`config.mk`:
```
export PLATFORM = sky130hd
export DESIGN_NAME = timer_and_interrupt_sources
export DESIGN_NICKNAME = d
export VERILOG_FILES = /design/src/hw/tmr_irq_pkg.sv /design/src/hw/timer_and_interrupt_sources.sv
export VERILOG_INCLUDE_DIRS = /design/src /design/src/hw
export SDC_FILE = /design/constraint.sdc
export NUM_CORES = 1
export LEC_CHECK = 0
export BUFFER_PORTS_ARGS = -buffer_cell sky130_fd_sc_hd__buf_2
export CORE_MARGIN = 1
export CORE_UTILIZATION = 64
export CTS_BUF_LIST = sky130_fd_sc_hd__clkbuf_8
export CTS_CLUSTER_SIZE = 24
export DETAILED_ROUTE_END_ITERATION = 6
export PLACE_DENSITY_LB_ADDON = 0.12
export SETUP_SLACK_MARGIN = 0.4
export SYNTH_ARGS = -nofsm -noshare
export SYNTH_HDL_FRONTEND = slang
export SYNTH_SLANG_ARGS = --single-unit
```
`constraint.sdc`:
```
create_clock -name pclk -period 3 [get_ports pclk]
set_clock_uncertainty 0.05 [all_clocks]
set_input_delay 0.3 -clock pclk [delete_from_list [all_inputs] [get_ports pclk]]
set_output_delay 0.3 -clock pclk [all_outputs]
set_load 0.005 [all_outputs]
```
`src/hw/tmr_irq_cfg.svh`:
```
// timer and interrupt block constants: offsets, field positions, reset values
`ifndef TMR_IRQ_CFG_SVH
`define TMR_IRQ_CFG_SVH
// tick derivation
`define TICK_PERIOD_NS 1000
`define CLK_PERIOD_NS 10
`define TICK_CYCLES (`TICK_PERIOD_NS / `CLK_PERIOD_NS)
// timer taps
`define TAP_128US_BIT 6
`define TAP_1MS_BIT 9
// interrupt source indices
`define SRC_T128 0
`define SRC_T1MS 1
`define SRC_EP0 2
`define SRC_HUB 7
`define SRC_SINK 8
`define SRC_GPIO 9
`define SRC_I2C 10
`define NUM_SRC 11
`define NUM_EP 5
// register byte offsets
`define OFF_TMR_LO 12'h000
`define OFF_TMR_HI 12'h004
`define OFF_IRQ_STAT 12'h008
`define OFF_IRQ_EN 12'h00C
`define OFF_SINK_MASK 12'h010
`define OFF_SINK_POL 12'h014
`define OFF_SINK_OUT 12'h018
`define OFF_GPIO_MASK 12'h01C
`define OFF_GPIO_POL 12'h020
`define OFF_VECTOR 12'h024
`define OFF_VEC_ACK 12'h028
// reset values
`define RST_SINK_OUT 8'hFF
`endif

```
`src/hw/tmr_irq_pkg.sv`:
```
// types shared by the timer and interrupt block
`default_nettype none
package tmr_irq_pkg;
    typedef logic [11:0] count_t; // timer value
    typedef logic [10:0] src_t; // one bit per interrupt source
    typedef logic [3:0] vec_t; // vector number
endpackage
`default_nettype wire

```
`src/hw/timer_and_interrupt_sources.sv`:
```
// free-running microsecond timer and vectored interrupt sources over apb
// Notes on behaviour
// - twelve-bit counter advances once per microsecond
// - timer sources from bits six and nine
// - timer request only on rising bit
// - low byte read latches upper nibble
// - upper nibble read returns latched value
// - eleven maskable sources, one vector each
// - endpoint requests on receive and send
// - sink port has per-pin mask
// - gpio port has per-input mask
// - sink pin edge chosen per pin
// - gpio edge chosen per port
// - polarity selects rising or falling edge
// - all gpio pins share one vector
// - any enabled sink pin raises sink interrupt
// - writing one disables sink, pin pulled
`include "tmr_irq_cfg.svh"
`default_nettype none
module timer_and_interrupt_sources
    import tmr_irq_pkg::*;
(
    input wire logic pclk,
    input wire logic presetn,
    input wire logic psel,
    input wire logic penable,
    input wire logic pwrite,
    input wire logic [11:0] paddr,
    input wire logic [31:0] pwdata,
    output logic [31:0] prdata,
    output logic pready,
    output logic pslverr,
    input wire logic [4:0] ep_rx_done, // endpoint got data from host, pulse
    input wire logic [4:0] ep_tx_done, // endpoint sent packet to host, pulse
    input wire logic hub_event, // hub event pulse
    input wire logic i2c_event, // i2c master event pulse
    input wire logic [7:0] sink_pin_in, // sink-current port pins (async)
    input wire logic [31:0] gpio_pin_in, // four 8-bit gpio ports (async)
    output logic [7:0] sink_out, // 1: sink off, pulled high
    output logic irq,
    output logic [3:0] irq_vector
);

// ----------------------------------------------------------------
// apb access decode
// ----------------------------------------------------------------
logic wr_en; // write takes effect
logic rd_en; // read request in its setup cycle
assign wr_en = psel & penable & pwrite;
assign rd_en = psel & ~penable & ~pwrite;

// ----------------------------------------------------------------
// microsecond tick and free-running counter
// ----------------------------------------------------------------
localparam int TICK_N = `TICK_CYCLES;
logic [6:0] tick_cnt_reg; // divides pclk down to 1 MHz
logic tick; // one-cycle microsecond strobe
count_t count_reg; // live timer
logic [3:0] hi_hold_reg; // latched upper nibble
assign tick = (tick_cnt_reg == 7'(TICK_N - 1));

// divider for the 1 MHz tick
always_ff @(posedge pclk or negedge presetn) begin
    if (!presetn) begin
        tick_cnt_reg <= 7'h00;
    end else if (tick) begin
        tick_cnt_reg <= 7'h00;
    end else begin
        tick_cnt_reg <= tick_cnt_reg + 7'h01;
    end
end

// counter never stops or reloads, wraps naturally
always_ff @(posedge pclk or negedge presetn) begin
    if (!presetn) begin
        count_reg <= 12'h000;
    end else if (tick) begin
        count_reg <= count_reg + 12'h001;
    end
end

// capture upper nibble at the edge that loads the low byte into prdata,
// so a carry between setup and access cannot split the pair
always_ff @(posedge pclk or negedge presetn) begin
    if (!presetn) begin
        hi_hold_reg <= 4'h0;
    end else if (rd_en && paddr == `OFF_TMR_LO) begin
        hi_hold_reg <= count_reg[11:8];
    end
end

// ----------------------------------------------------------------
// timer tap edge detection
// ----------------------------------------------------------------
logic t6_prev_reg; // previous bit 6
logic t9_prev_reg; // previous bit 9
logic t6_rise; // bit 6 low to high
logic t9_rise; // bit 9 low to high
assign t6_rise = count_reg[`TAP_128US_BIT] & ~t6_prev_reg;
assign t9_rise = count_reg[`TAP_1MS_BIT] & ~t9_prev_reg;

// remember tap bits for edge detection
always_ff @(posedge pclk or negedge presetn) begin
    if (!presetn) begin
        t6_prev_reg <= 1'b0;
        t9_prev_reg <= 1'b0;
    end else begin
        t6_prev_reg <= count_reg[`TAP_128US_BIT];
        t9_prev_reg <= count_reg[`TAP_1MS_BIT];
    end
end

// ----------------------------------------------------------------
// pin synchronisers and edge detection
// ----------------------------------------------------------------
logic [7:0] sink_m_reg; // first stage, read only by second
logic [7:0] sink_s_reg; // synchronised sink pins
logic [7:0] sink_p_reg; // previous synchronised value
logic [31:0] gpio_m_reg; // first stage
logic [31:0] gpio_s_reg; // synchronised gpio pins
logic [31:0] gpio_p_reg; // previous value
logic [7:0] sink_mask_reg; // per-pin sink enable
logic [7:0] sink_pol_reg; // per-pin edge, 1 rising
logic [31:0] gpio_mask_reg; // per-input gpio enable
logic [3:0] gpio_pol_reg; // per-port edge, 1 rising
logic [7:0] sink_hit; // qualified sink pin edges
logic [31:0] gpio_hit; // qualified gpio pin edges

// two flip-flop synchronisers and history
always_ff @(posedge pclk or negedge presetn) begin
    if (!presetn) begin
        sink_m_reg <= 8'hFF;
        sink_s_reg <= 8'hFF;
        sink_p_reg <= 8'hFF;
        gpio_m_reg <= 32'hFFFFFFFF;
        gpio_s_reg <= 32'hFFFFFFFF;
        gpio_p_reg <= 32'hFFFFFFFF;
    end else begin
        sink_m_reg <= sink_pin_in;
        sink_s_reg <= sink_m_reg;
        sink_p_reg <= sink_s_reg;
        gpio_m_reg <= gpio_pin_in;
        gpio_s_reg <= gpio_m_reg;
        gpio_p_reg <= gpio_s_reg;
    end
end

genvar gi;
generate
    for (gi = 0; gi < 8; gi++) begin : g_sink
        // per-pin polarity picks rising or falling
        assign sink_hit[gi] = sink_mask_reg[gi] & (sink_pol_reg[gi] ?
            (sink_s_reg[gi] & ~sink_p_reg[gi]) :
            (~sink_s_reg[gi] & sink_p_reg[gi]));
    end
    for (gi = 0; gi < 32; gi++) begin : g_gpio
        // polarity comes from the pin's port
        assign gpio_hit[gi] = gpio_mask_reg[gi] & (gpio_pol_reg[gi / 8] ?
            (gpio_s_reg[gi] & ~gpio_p_reg[gi]) :
            (~gpio_s_reg[gi] & gpio_p_reg[gi]));
    end
endgenerate

// ----------------------------------------------------------------
// interrupt sources, pending and vectors
// ----------------------------------------------------------------
src_t event_vec; // raw event per source
src_t pend_reg; // sticky pending status
src_t en_reg; // main enable mask
src_t pend_clr; // write-one-to-clear and vector ack
src_t active; // pending and enabled
vec_t vec_next; // lowest active source

assign event_vec[`SRC_T128] = t6_rise;
assign event_vec[`SRC_T1MS] = t9_rise;
assign event_vec[`SRC_EP0 +: `NUM_EP] = ep_rx_done | ep_tx_done;
assign event_vec[`SRC_HUB] = hub_event;
assign event_vec[`SRC_SINK] = |sink_hit;
assign event_vec[`SRC_GPIO] = |gpio_hit;
assign event_vec[`SRC_I2C] = i2c_event;
assign active = pend_reg & en_reg;

// clear sources: status write of ones, or ack of current vector
always_comb begin
    pend_clr = '0;
    if (wr_en && paddr == `OFF_IRQ_STAT) begin
        pend_clr = pwdata[10:0];
    end else if (wr_en && paddr == `OFF_VEC_ACK && irq) begin
        pend_clr[irq_vector] = 1'b1;
    end
end

// sticky pending, a new event wins over a clear
always_ff @(posedge pclk or negedge presetn) begin
    if (!presetn) begin
        pend_reg <= '0;
    end else begin
        pend_reg <= (pend_reg & ~pend_clr) | event_vec;
    end
end

// priority encode: lowest source number first
always_comb begin
    vec_next = 4'h0;
    for (int i = `NUM_SRC - 1; i >= 0; i--) begin
        if (active[i]) begin
            vec_next = 4'(i);
        end
    end
end

// registered interrupt outputs
always_ff @(posedge pclk or negedge presetn) begin
    if (!presetn) begin
        irq <= 1'b0;
        irq_vector <= 4'h0;
    end else begin
        irq <= |active;
        irq_vector <= vec_next;
    end
end

// ----------------------------------------------------------------
// software registers
// ----------------------------------------------------------------
// configuration writes
always_ff @(posedge pclk or negedge presetn) begin
    if (!presetn) begin
        en_reg <= '0;
        sink_mask_reg <= 8'h00;
        sink_pol_reg <= 8'h00;
        gpio_mask_reg <= 32'h00000000;
        gpio_pol_reg <= 4'h0;
        sink_out <= `RST_SINK_OUT;
    end else if (wr_en) begin
        unique case (paddr)
            `OFF_IRQ_EN: en_reg <= pwdata[10:0];
            `OFF_SINK_MASK: sink_mask_reg <= pwdata[7:0];
            `OFF_SINK_POL: sink_pol_reg <= pwdata[7:0];
            `OFF_SINK_OUT: sink_out <= pwdata[7:0];
            `OFF_GPIO_MASK: gpio_mask_reg <= pwdata;
            `OFF_GPIO_POL: gpio_pol_reg <= pwdata[3:0];
            default: ;
        endcase
    end
end

// read data, zero-wait answer, error on unmapped
always_ff @(posedge pclk or negedge presetn) begin
    if (!presetn) begin
        prdata <= 32'h00000000;
        pready <= 1'b0;
        pslverr <= 1'b0;
    end else begin
        pready <= psel & ~penable;
        pslverr <= 1'b0;
        prdata <= 32'h00000000;
        if (psel && !penable) begin
            unique case (paddr)
                `OFF_TMR_LO: prdata <= {24'h000000, count_reg[7:0]};
                `OFF_TMR_HI: prdata <= {28'h0000000, hi_hold_reg};
                `OFF_IRQ_STAT: prdata <= {21'h0, pend_reg};
                `OFF_IRQ_EN: prdata <= {21'h0, en_reg};
                `OFF_SINK_MASK: prdata <= {24'h000000, sink_mask_reg};
                `OFF_SINK_POL: prdata <= {24'h000000, sink_pol_reg};
                `OFF_SINK_OUT: prdata <= {24'h000000, sink_s_reg};
                `OFF_GPIO_MASK: prdata <= gpio_mask_reg;
                `OFF_GPIO_POL: prdata <= {28'h0000000, gpio_pol_reg};
                `OFF_VECTOR: prdata <= {27'h0, irq, irq_vector};
                `OFF_VEC_ACK: prdata <= 32'h00000000;
                default: pslverr <= 1'b1;
            endcase
        end
    end
end

// ----------------------------------------------------------------
// checks
// ----------------------------------------------------------------
chk_count_step: assert property (@(posedge pclk) disable iff (!presetn)
    tick |=> count_reg == $past(count_reg) + 12'h001)
    else $error("timer did not advance on tick");
chk_count_hold: assert property (@(posedge pclk) disable iff (!presetn)
    !tick |=> $stable(count_reg))
    else $error("timer moved without tick");
chk_t6_rise: assert property (@(posedge pclk) disable iff (!presetn)
    $rose(count_reg[6]) |=> pend_reg[0])
    else $error("bit 6 rise not pending");
chk_t6_fall: assert property (@(posedge pclk) disable iff (!presetn)
    $fell(count_reg[6]) && !pend_reg[0] |=> !pend_reg[0])
    else $error("bit 6 fall raised request");
chk_hi_latch: assert property (@(posedge pclk) disable iff (!presetn)
    rd_en && paddr == `OFF_TMR_LO |=> hi_hold_reg == $past(count_reg[11:8]))
    else $error("upper nibble not latched");
chk_pend_sticky: assert property (@(posedge pclk) disable iff (!presetn)
    pend_reg[9] && !pend_clr[9] |=> pend_reg[9])
    else $error("pending bit lost");
chk_irq_level: assert property (@(posedge pclk) disable iff (!presetn)
    |active |=> irq)
    else $error("active source without irq");
chk_sink_mask: assert property (@(posedge pclk) disable iff (!presetn)
    sink_mask_reg == 8'h00 |-> !event_vec[8])
    else $error("masked sink pin raised event");
chk_gpio_mask: assert property (@(posedge pclk) disable iff (!presetn)
    gpio_mask_reg == 32'h00000000 |-> !event_vec[9])
    else $error("masked gpio pin raised event");
chk_sink_out: assert property (@(posedge pclk) disable iff (!presetn)
    wr_en && paddr == `OFF_SINK_OUT |=> sink_out == $past(pwdata[7:0]))
    else $error("sink output not written");
// timer tap and latch checks
chk_t9_rise: assert property (@(posedge pclk) disable iff (!presetn)
    $rose(count_reg[9]) |=> pend_reg[1])
    else $error("bit 9 rise not pending");
chk_hi_return: assert property (@(posedge pclk) disable iff (!presetn)
    psel && !penable && paddr == `OFF_TMR_HI |=> prdata[3:0] == $past(hi_hold_reg))
    else $error("upper nibble read not from latch");
// event path checks
chk_ep_event: assert property (@(posedge pclk) disable iff (!presetn)
    (ep_rx_done | ep_tx_done) != 5'h00 |=>
    (pend_reg[6:2] & $past(ep_rx_done | ep_tx_done)) == $past(ep_rx_done | ep_tx_done))
    else $error("endpoint event not pending");
chk_set_wins: assert property (@(posedge pclk) disable iff (!presetn)
    event_vec[7] |=> pend_reg[7])
    else $error("event lost against clear");
chk_vec_lowest: assert property (@(posedge pclk) disable iff (!presetn)
    pend_reg[0] && en_reg[0] |=> irq_vector == 4'h0)
    else $error("vector not lowest active source");
chk_irq_quiet: assert property (@(posedge pclk) disable iff (!presetn)
    active == 11'h000 |=> !irq)
    else $error("irq without active source");
// pin path checks
chk_sink_rise: assert property (@(posedge pclk) disable iff (!presetn)
    (sink_mask_reg & sink_pol_reg & sink_s_reg & ~sink_p_reg) != 8'h00 |=> pend_reg[8])
    else $error("sink rising edge not pending");
chk_sink_fall: assert property (@(posedge pclk) disable iff (!presetn)
    (sink_mask_reg & ~sink_pol_reg & ~sink_s_reg & sink_p_reg) != 8'h00 |=> pend_reg[8])
    else $error("sink falling edge not pending");
chk_gpio_rise: assert property (@(posedge pclk) disable iff (!presetn)
    (gpio_mask_reg[15:8] & gpio_s_reg[15:8] & ~gpio_p_reg[15:8]) != 8'h00 &&
    gpio_pol_reg[1] |=> pend_reg[9])
    else $error("gpio rising edge not pending");
chk_gpio_fall: assert property (@(posedge pclk) disable iff (!presetn)
    (gpio_mask_reg[31:24] & ~gpio_s_reg[31:24] & gpio_p_reg[31:24]) != 8'h00 &&
    !gpio_pol_reg[3] |=> pend_reg[9])
    else $error("gpio falling edge not pending");

endmodule
`default_nettype wire

```
# Word level (Yosys, flattened, before mapping)
# Cells that the tools add are included.
# op_classes
n_addsub	2
n_lt_le_gt_ge	2
eq_ne	11
n_mux	60
n_bitwise	215
reduce_logical	18
# ops
operator	count
$pmux W32 S10	1
$and A1 B1 Y1	126
$not A1 Y1	84
$eq A12 B5 Y1 const B	4
$mux W4	11
$mux W1	43
$eq A12 B6 Y1 const B	3
$mux W32	1
$reduce_or A32 Y1	1
$eq A12 B4 Y1 const B	2
$and A11 B11 Y11	2
$mux W11	2
$reduce_or A11 Y1	2
$add A12 B1 Y12 const B	1
$eq A12 B3 Y1 const B	1
$logic_not A12 Y1	1
$reduce_and A2 Y1	6
$not A11 Y11	1
$or A11 B11 Y11	1
$reduce_or A8 Y1	1
$add A7 B1 Y7 const B	1
$eq A7 B7 Y1 const B	1
$mux W7	1
$logic_and A1 B1 Y1	6
5 further kinds	5
# totals
ff_bits	266
input_bits	101

# Longest topological paths before layout
# logic_depth
word_depth	12
ltp_mapped	7
ltp_nobuf	6

# Worst setup path before layout
# No wires, ideal clock.
# synth_path
path_type	input -> register
from	input paddr[9]
to	register pend_reg[8]
t_arrival_ns	1.981
required_ns	2.826
slack_ns	0.845
stages	7
n_path_buf	2
path_cell_list	or4_1 > buf_6 > nor3_4 > and2_1 > buf_4 > a22oi_1 > a211o_1
# synth_via
elab_chain_cells	8
# synth_rtl
item	line_no	rtl
start, declared	timer_and_interrupt_sources.sv:28	input wire logic [11:0] paddr,
$eq A12 B6 Y1	n/a	
$logic_and A1 B1 Y1 (no source line)	n/a	
$logic_and A1 B1 Y1	timer_and_interrupt_sources.sv:188	end else if (wr_en && paddr == `OFF_VEC_ACK && irq) begin
$mux W11	timer_and_interrupt_sources.sv:188	
$mux W11 *	timer_and_interrupt_sources.sv:186	if (wr_en && paddr == `OFF_IRQ_STAT) begin
$not A11 Y11 *	timer_and_interrupt_sources.sv:198	pend_reg <= (pend_reg & ~pend_clr) | event_vec;
$and A11 B11 Y11 *	timer_and_interrupt_sources.sv:198	
$or A11 B11 Y11 *	timer_and_interrupt_sources.sv:198	
end signal, assigned	timer_and_interrupt_sources.sv:198	
end, declared	timer_and_interrupt_sources.sv:168	src_t pend_reg;
# Every way passes the cells marked *; elsewhere a longest branch is shown, timed or not.
# A chain may end at the register's enable or synchronous reset.

# Worst setup path after layout
# layout_path
from	input paddr[3]
to	register pend_reg[3]
# Same word-level chain as after synthesis.

==> flow_metrics.tcl <==
set metrics [dict create \
    slowest_delay_ps 660 \
    outcome "completed" \
    hp-start "pwdata[8]" \
    root_buffer "clkbuf_8" \
    grt_pass1_wl_microns 48160 \
    fmax_mhz 397.3 \
    synth_edf_count 0 \
    synth_ff_type "dfrtp_1" \
    rr_worst_depth 7 \
    yosysMostFrequentCell "dfrtp_1" \
    synth_top_area_cell "dfrtp_1" \
    synth_area_leaders "dfrtp_1 (33%), dfstp_2 (33%), mux2_2 (8.6%)" \
    setup-tns-final_ps 0 \
    cts_tree "built" \
    p_total_uw 7166 \
    drt-initial-drc-count 729 \
    nNetsFinal 1112 \
    row_count 46 \
    dp_hpwl_microns 19010 \
    worstSetupStartpointType "input pin" \
    ys_warn_count 0 \
    slew_viol_final 0 \
    hold_viol 0 \
    grt_overflow 0 \
    slew_headroom_pct 46.47 \
    yosysUniqueCellTypes 58 \
    ys_async_sr_fraction_pct 100.0 \
    clock-sinks 266 \
    ir_drop_uv 653.2 \
    drt_wl_total_microns 32010 \
    insertion_delay_ps 570 \
    reg2reg_to "count_reg[8]$_DFFE_PN0N_" \
    synth_top_cell_area_share_pct 33.44 \
    port_buffers 147 \
    arrival_ps 2900 \
    power_frac_clock_pct 42.2 \
    h-tree-depth 2 \
    seq_power_share_pct 53.1 \
    synth_common_cells "dfrtp_1 (138), dfstp_2 (128), mux2_2 (79)" \
    combPwrFrac_pct 4.7 \
    hold_depth 2 \
    ioPinCount 148 \
    cts_setup_buffers 0 \
    maxCapViolations 0 \
    globalplace.congestion 0.9130 \
    critPathMaxFanout 13 \
    ys_seq_elements 266 \
    antenna_found_initial 0 \
    seq_area_frac_synth_pct 66.00 \
    cts_buffers 42 \
    die_x_microns 129.0 \
    leakage_uw 0.006074 \
    chipHeight_microns 129.0 \
    rr_startpoint "tick_cnt_reg[0]$_DFF_PN0_" \
    vias 7942 \
    power.density_nw_per_um2 553.1 \
    p_int_uw 5428 \
    syn-cell-area_sq_um 10330 \
    switching_share_pct 24.25 \
    ff2ff_setup_slack_ps 600 \
    syn-num-nets 850 \
    post_drt_wl_per_cell_microns 25.42 \
    path_cells "buf_2 -> or4b_1 -> nor3_4 -> and2_1 -> buf_4 -> a32oi_1 -> a211o_1 -> dlygate4sd3_1" \
    p_sw_uw 1738 \
    clock_path_buffers 3 \
    worstSetupEndpointType "register" \
    finalCritPeriodShare_pct 83.90 \
    required_ps 3380 \
    crit_type "in2reg" \
    max_slew.worst_pin.slew_ps 791.8 \
    viasPerCell 6.308 \
    area_growth_pct 25.45 \
    dr.pass1.iters 5 \
    drtAntennaViolNets 0 \
    grt_pass1_vias 8324 \
    syn_avg_cell_area_sq_um 13.83 \
    track_usage_pct 40.03 \
    worstHoldEndpoint "en_reg[8]$_DFFE_PN0P_" \
    syn_inst 747 \
    drc 0 \
    crit_slowest_cell "or4b_1" \
    core_area_sq_um 15830 \
    drive_gt1_share_pct 42.51 \
    dieArea_sq_um 16650 \
    rsz0062_at_grt "yes" \
    post-route-min-period_ps 2517 \
    start_util_pct 65.25 \
    grt_max_degree 108 \
    final-setup-viol-count 0 \
    min-delay-path-class "in2reg" \
    path_clk_slew_ps 70 \
]
==> per-layer routing <==
layer | routed length [microns] | GRT usage, %
met1 | 12190 | 50.48
met2 | 15980 | 67.06
met3 | 2444 | 8.629
met4 | 1388 | 18.41
met5 | 0 | 0
==> power by group through the flow <==
stage          Sequential, uW  Combinational, uW  Clock, uW
5_1_grt                  3810                363       3190
3_3_place_gp             3840                242          0
2_1_floorplan            3830               62.5          0
4_1_cts                  3800                325       2980
3_5_place_dp             3850                250          0
6_report                 3800                336       3030
==> per-stage QoR <==
step	cell area, sq um	instances	hold WS, ps	setup slack [ps]	util (%)
2_1_floorplan	10330	747	-45.59	844.8	-
3_3_place_gp	11390	1107	295.8	344.9	71.96
3_5_place_dp	11390	1107	296.8	309.7	71.96
4_1_cts	12950	1258	3.090	534.1	81.80
5_1_grt	12950	1258	30.15	390.7	81.84
6_report	12960	1259	19.72	483.0	81.86
==> critical path: cells and delay by family <==
family | cells | cell delay, ps
AOI/OAI and AO/OA | 2 | 380
buffers and inverters | 3 | 1040
and+or+nand+nor | 3 | 1170
==> layout make-up <==
| type | instances | area (sq um) |
|---|---|---|
| multi-input combinational | 451 | 3374 |
| clock buffer | 50 | 688.2 |
| fill | 783 | 2872 |
| timing repair buffer | 241 | 1649 |
| tap | 216 | 270.3 |
| clock inverter | 27 | 128.9 |
| sequential | 266 | 6817 |
| antenna | 1 | 2.502 |
| inverter | 7 | 26.28 |
==> layout by cell type (no fill, tap or decap), types with 4 or more instances in the layout <==
master and instances:
a21oi_1 10, a221oi_1 4, a222oi_1 9, a22o_1 7, a22oi_1 21, a31oi_1 8, and2_1 24, and3_1 4
and3b_1 22, and4b_1 6, buf_2 146, buf_4 19, clkbuf_8 50, dfrtp_1 138, dfstp_2 128, dlygate4sd3_1 74
inv_1 28, mux2_2 79, mux4_2 4, nand2_1 50, nand2b_1 12, nand3_1 14, nand4_1 14, nor2_1 32
nor3_1 8, nor3b_1 22, nor4_1 5, o21ai_0 27, o22ai_1 11, xnor2_1 9, xor2_1 6
==> cell families (layout without fill, tap and decap cells) <==
logic type / Yosys count / count (layout) / share of synthesized area (%)
and+or+nand+nor: 236 / 236 / 13.74
DFF: 266 / 266 / 66.00
xor gates and xnor gates: 15 / 15 / 1.272
buffers and inverters: 30 / 325 / 1.381
AOI/OAI and AO/OA: 112 / 112 / 7.584
adders and majority gates: 2 / 2 / 0.2423
other: 0 / 1 / 0
muxes: 86 / 86 / 9.777
==> repair_timing <==
item | 4_1_cts | 5_1_grt
endpoints found under the setup margin | 0 | 3
hold endpoints to repair | 124 | 0
gates resized for setup | 0 | 1
hold buffers | 74 | 0
==> worst max path at each step <==
| stage | end | cells past startpoint | slack, ps | from |
|---|---|---|---|---|
| after floorplan | pend_reg[8]$_DFF_PN0_ | 7 | 840 | paddr[9] |
| after global placement | prdata[23]$_DFF_PN0_ | 6 | 340 | paddr[9] |
| after detailed placement | prdata[12]$_DFF_PN0_ | 6 | 310 | paddr[9] |
| after CTS | pend_reg[4]$_DFF_PN0_ | 6 | 530 | paddr[3] |
| after global routing | pend_reg[3]$_DFF_PN0_ | 8 | 390 | paddr[3] |
| final | pend_reg[3]$_DFF_PN0_ | 8 | 480 | paddr[3] |
(Power assumes the default switching activity.)
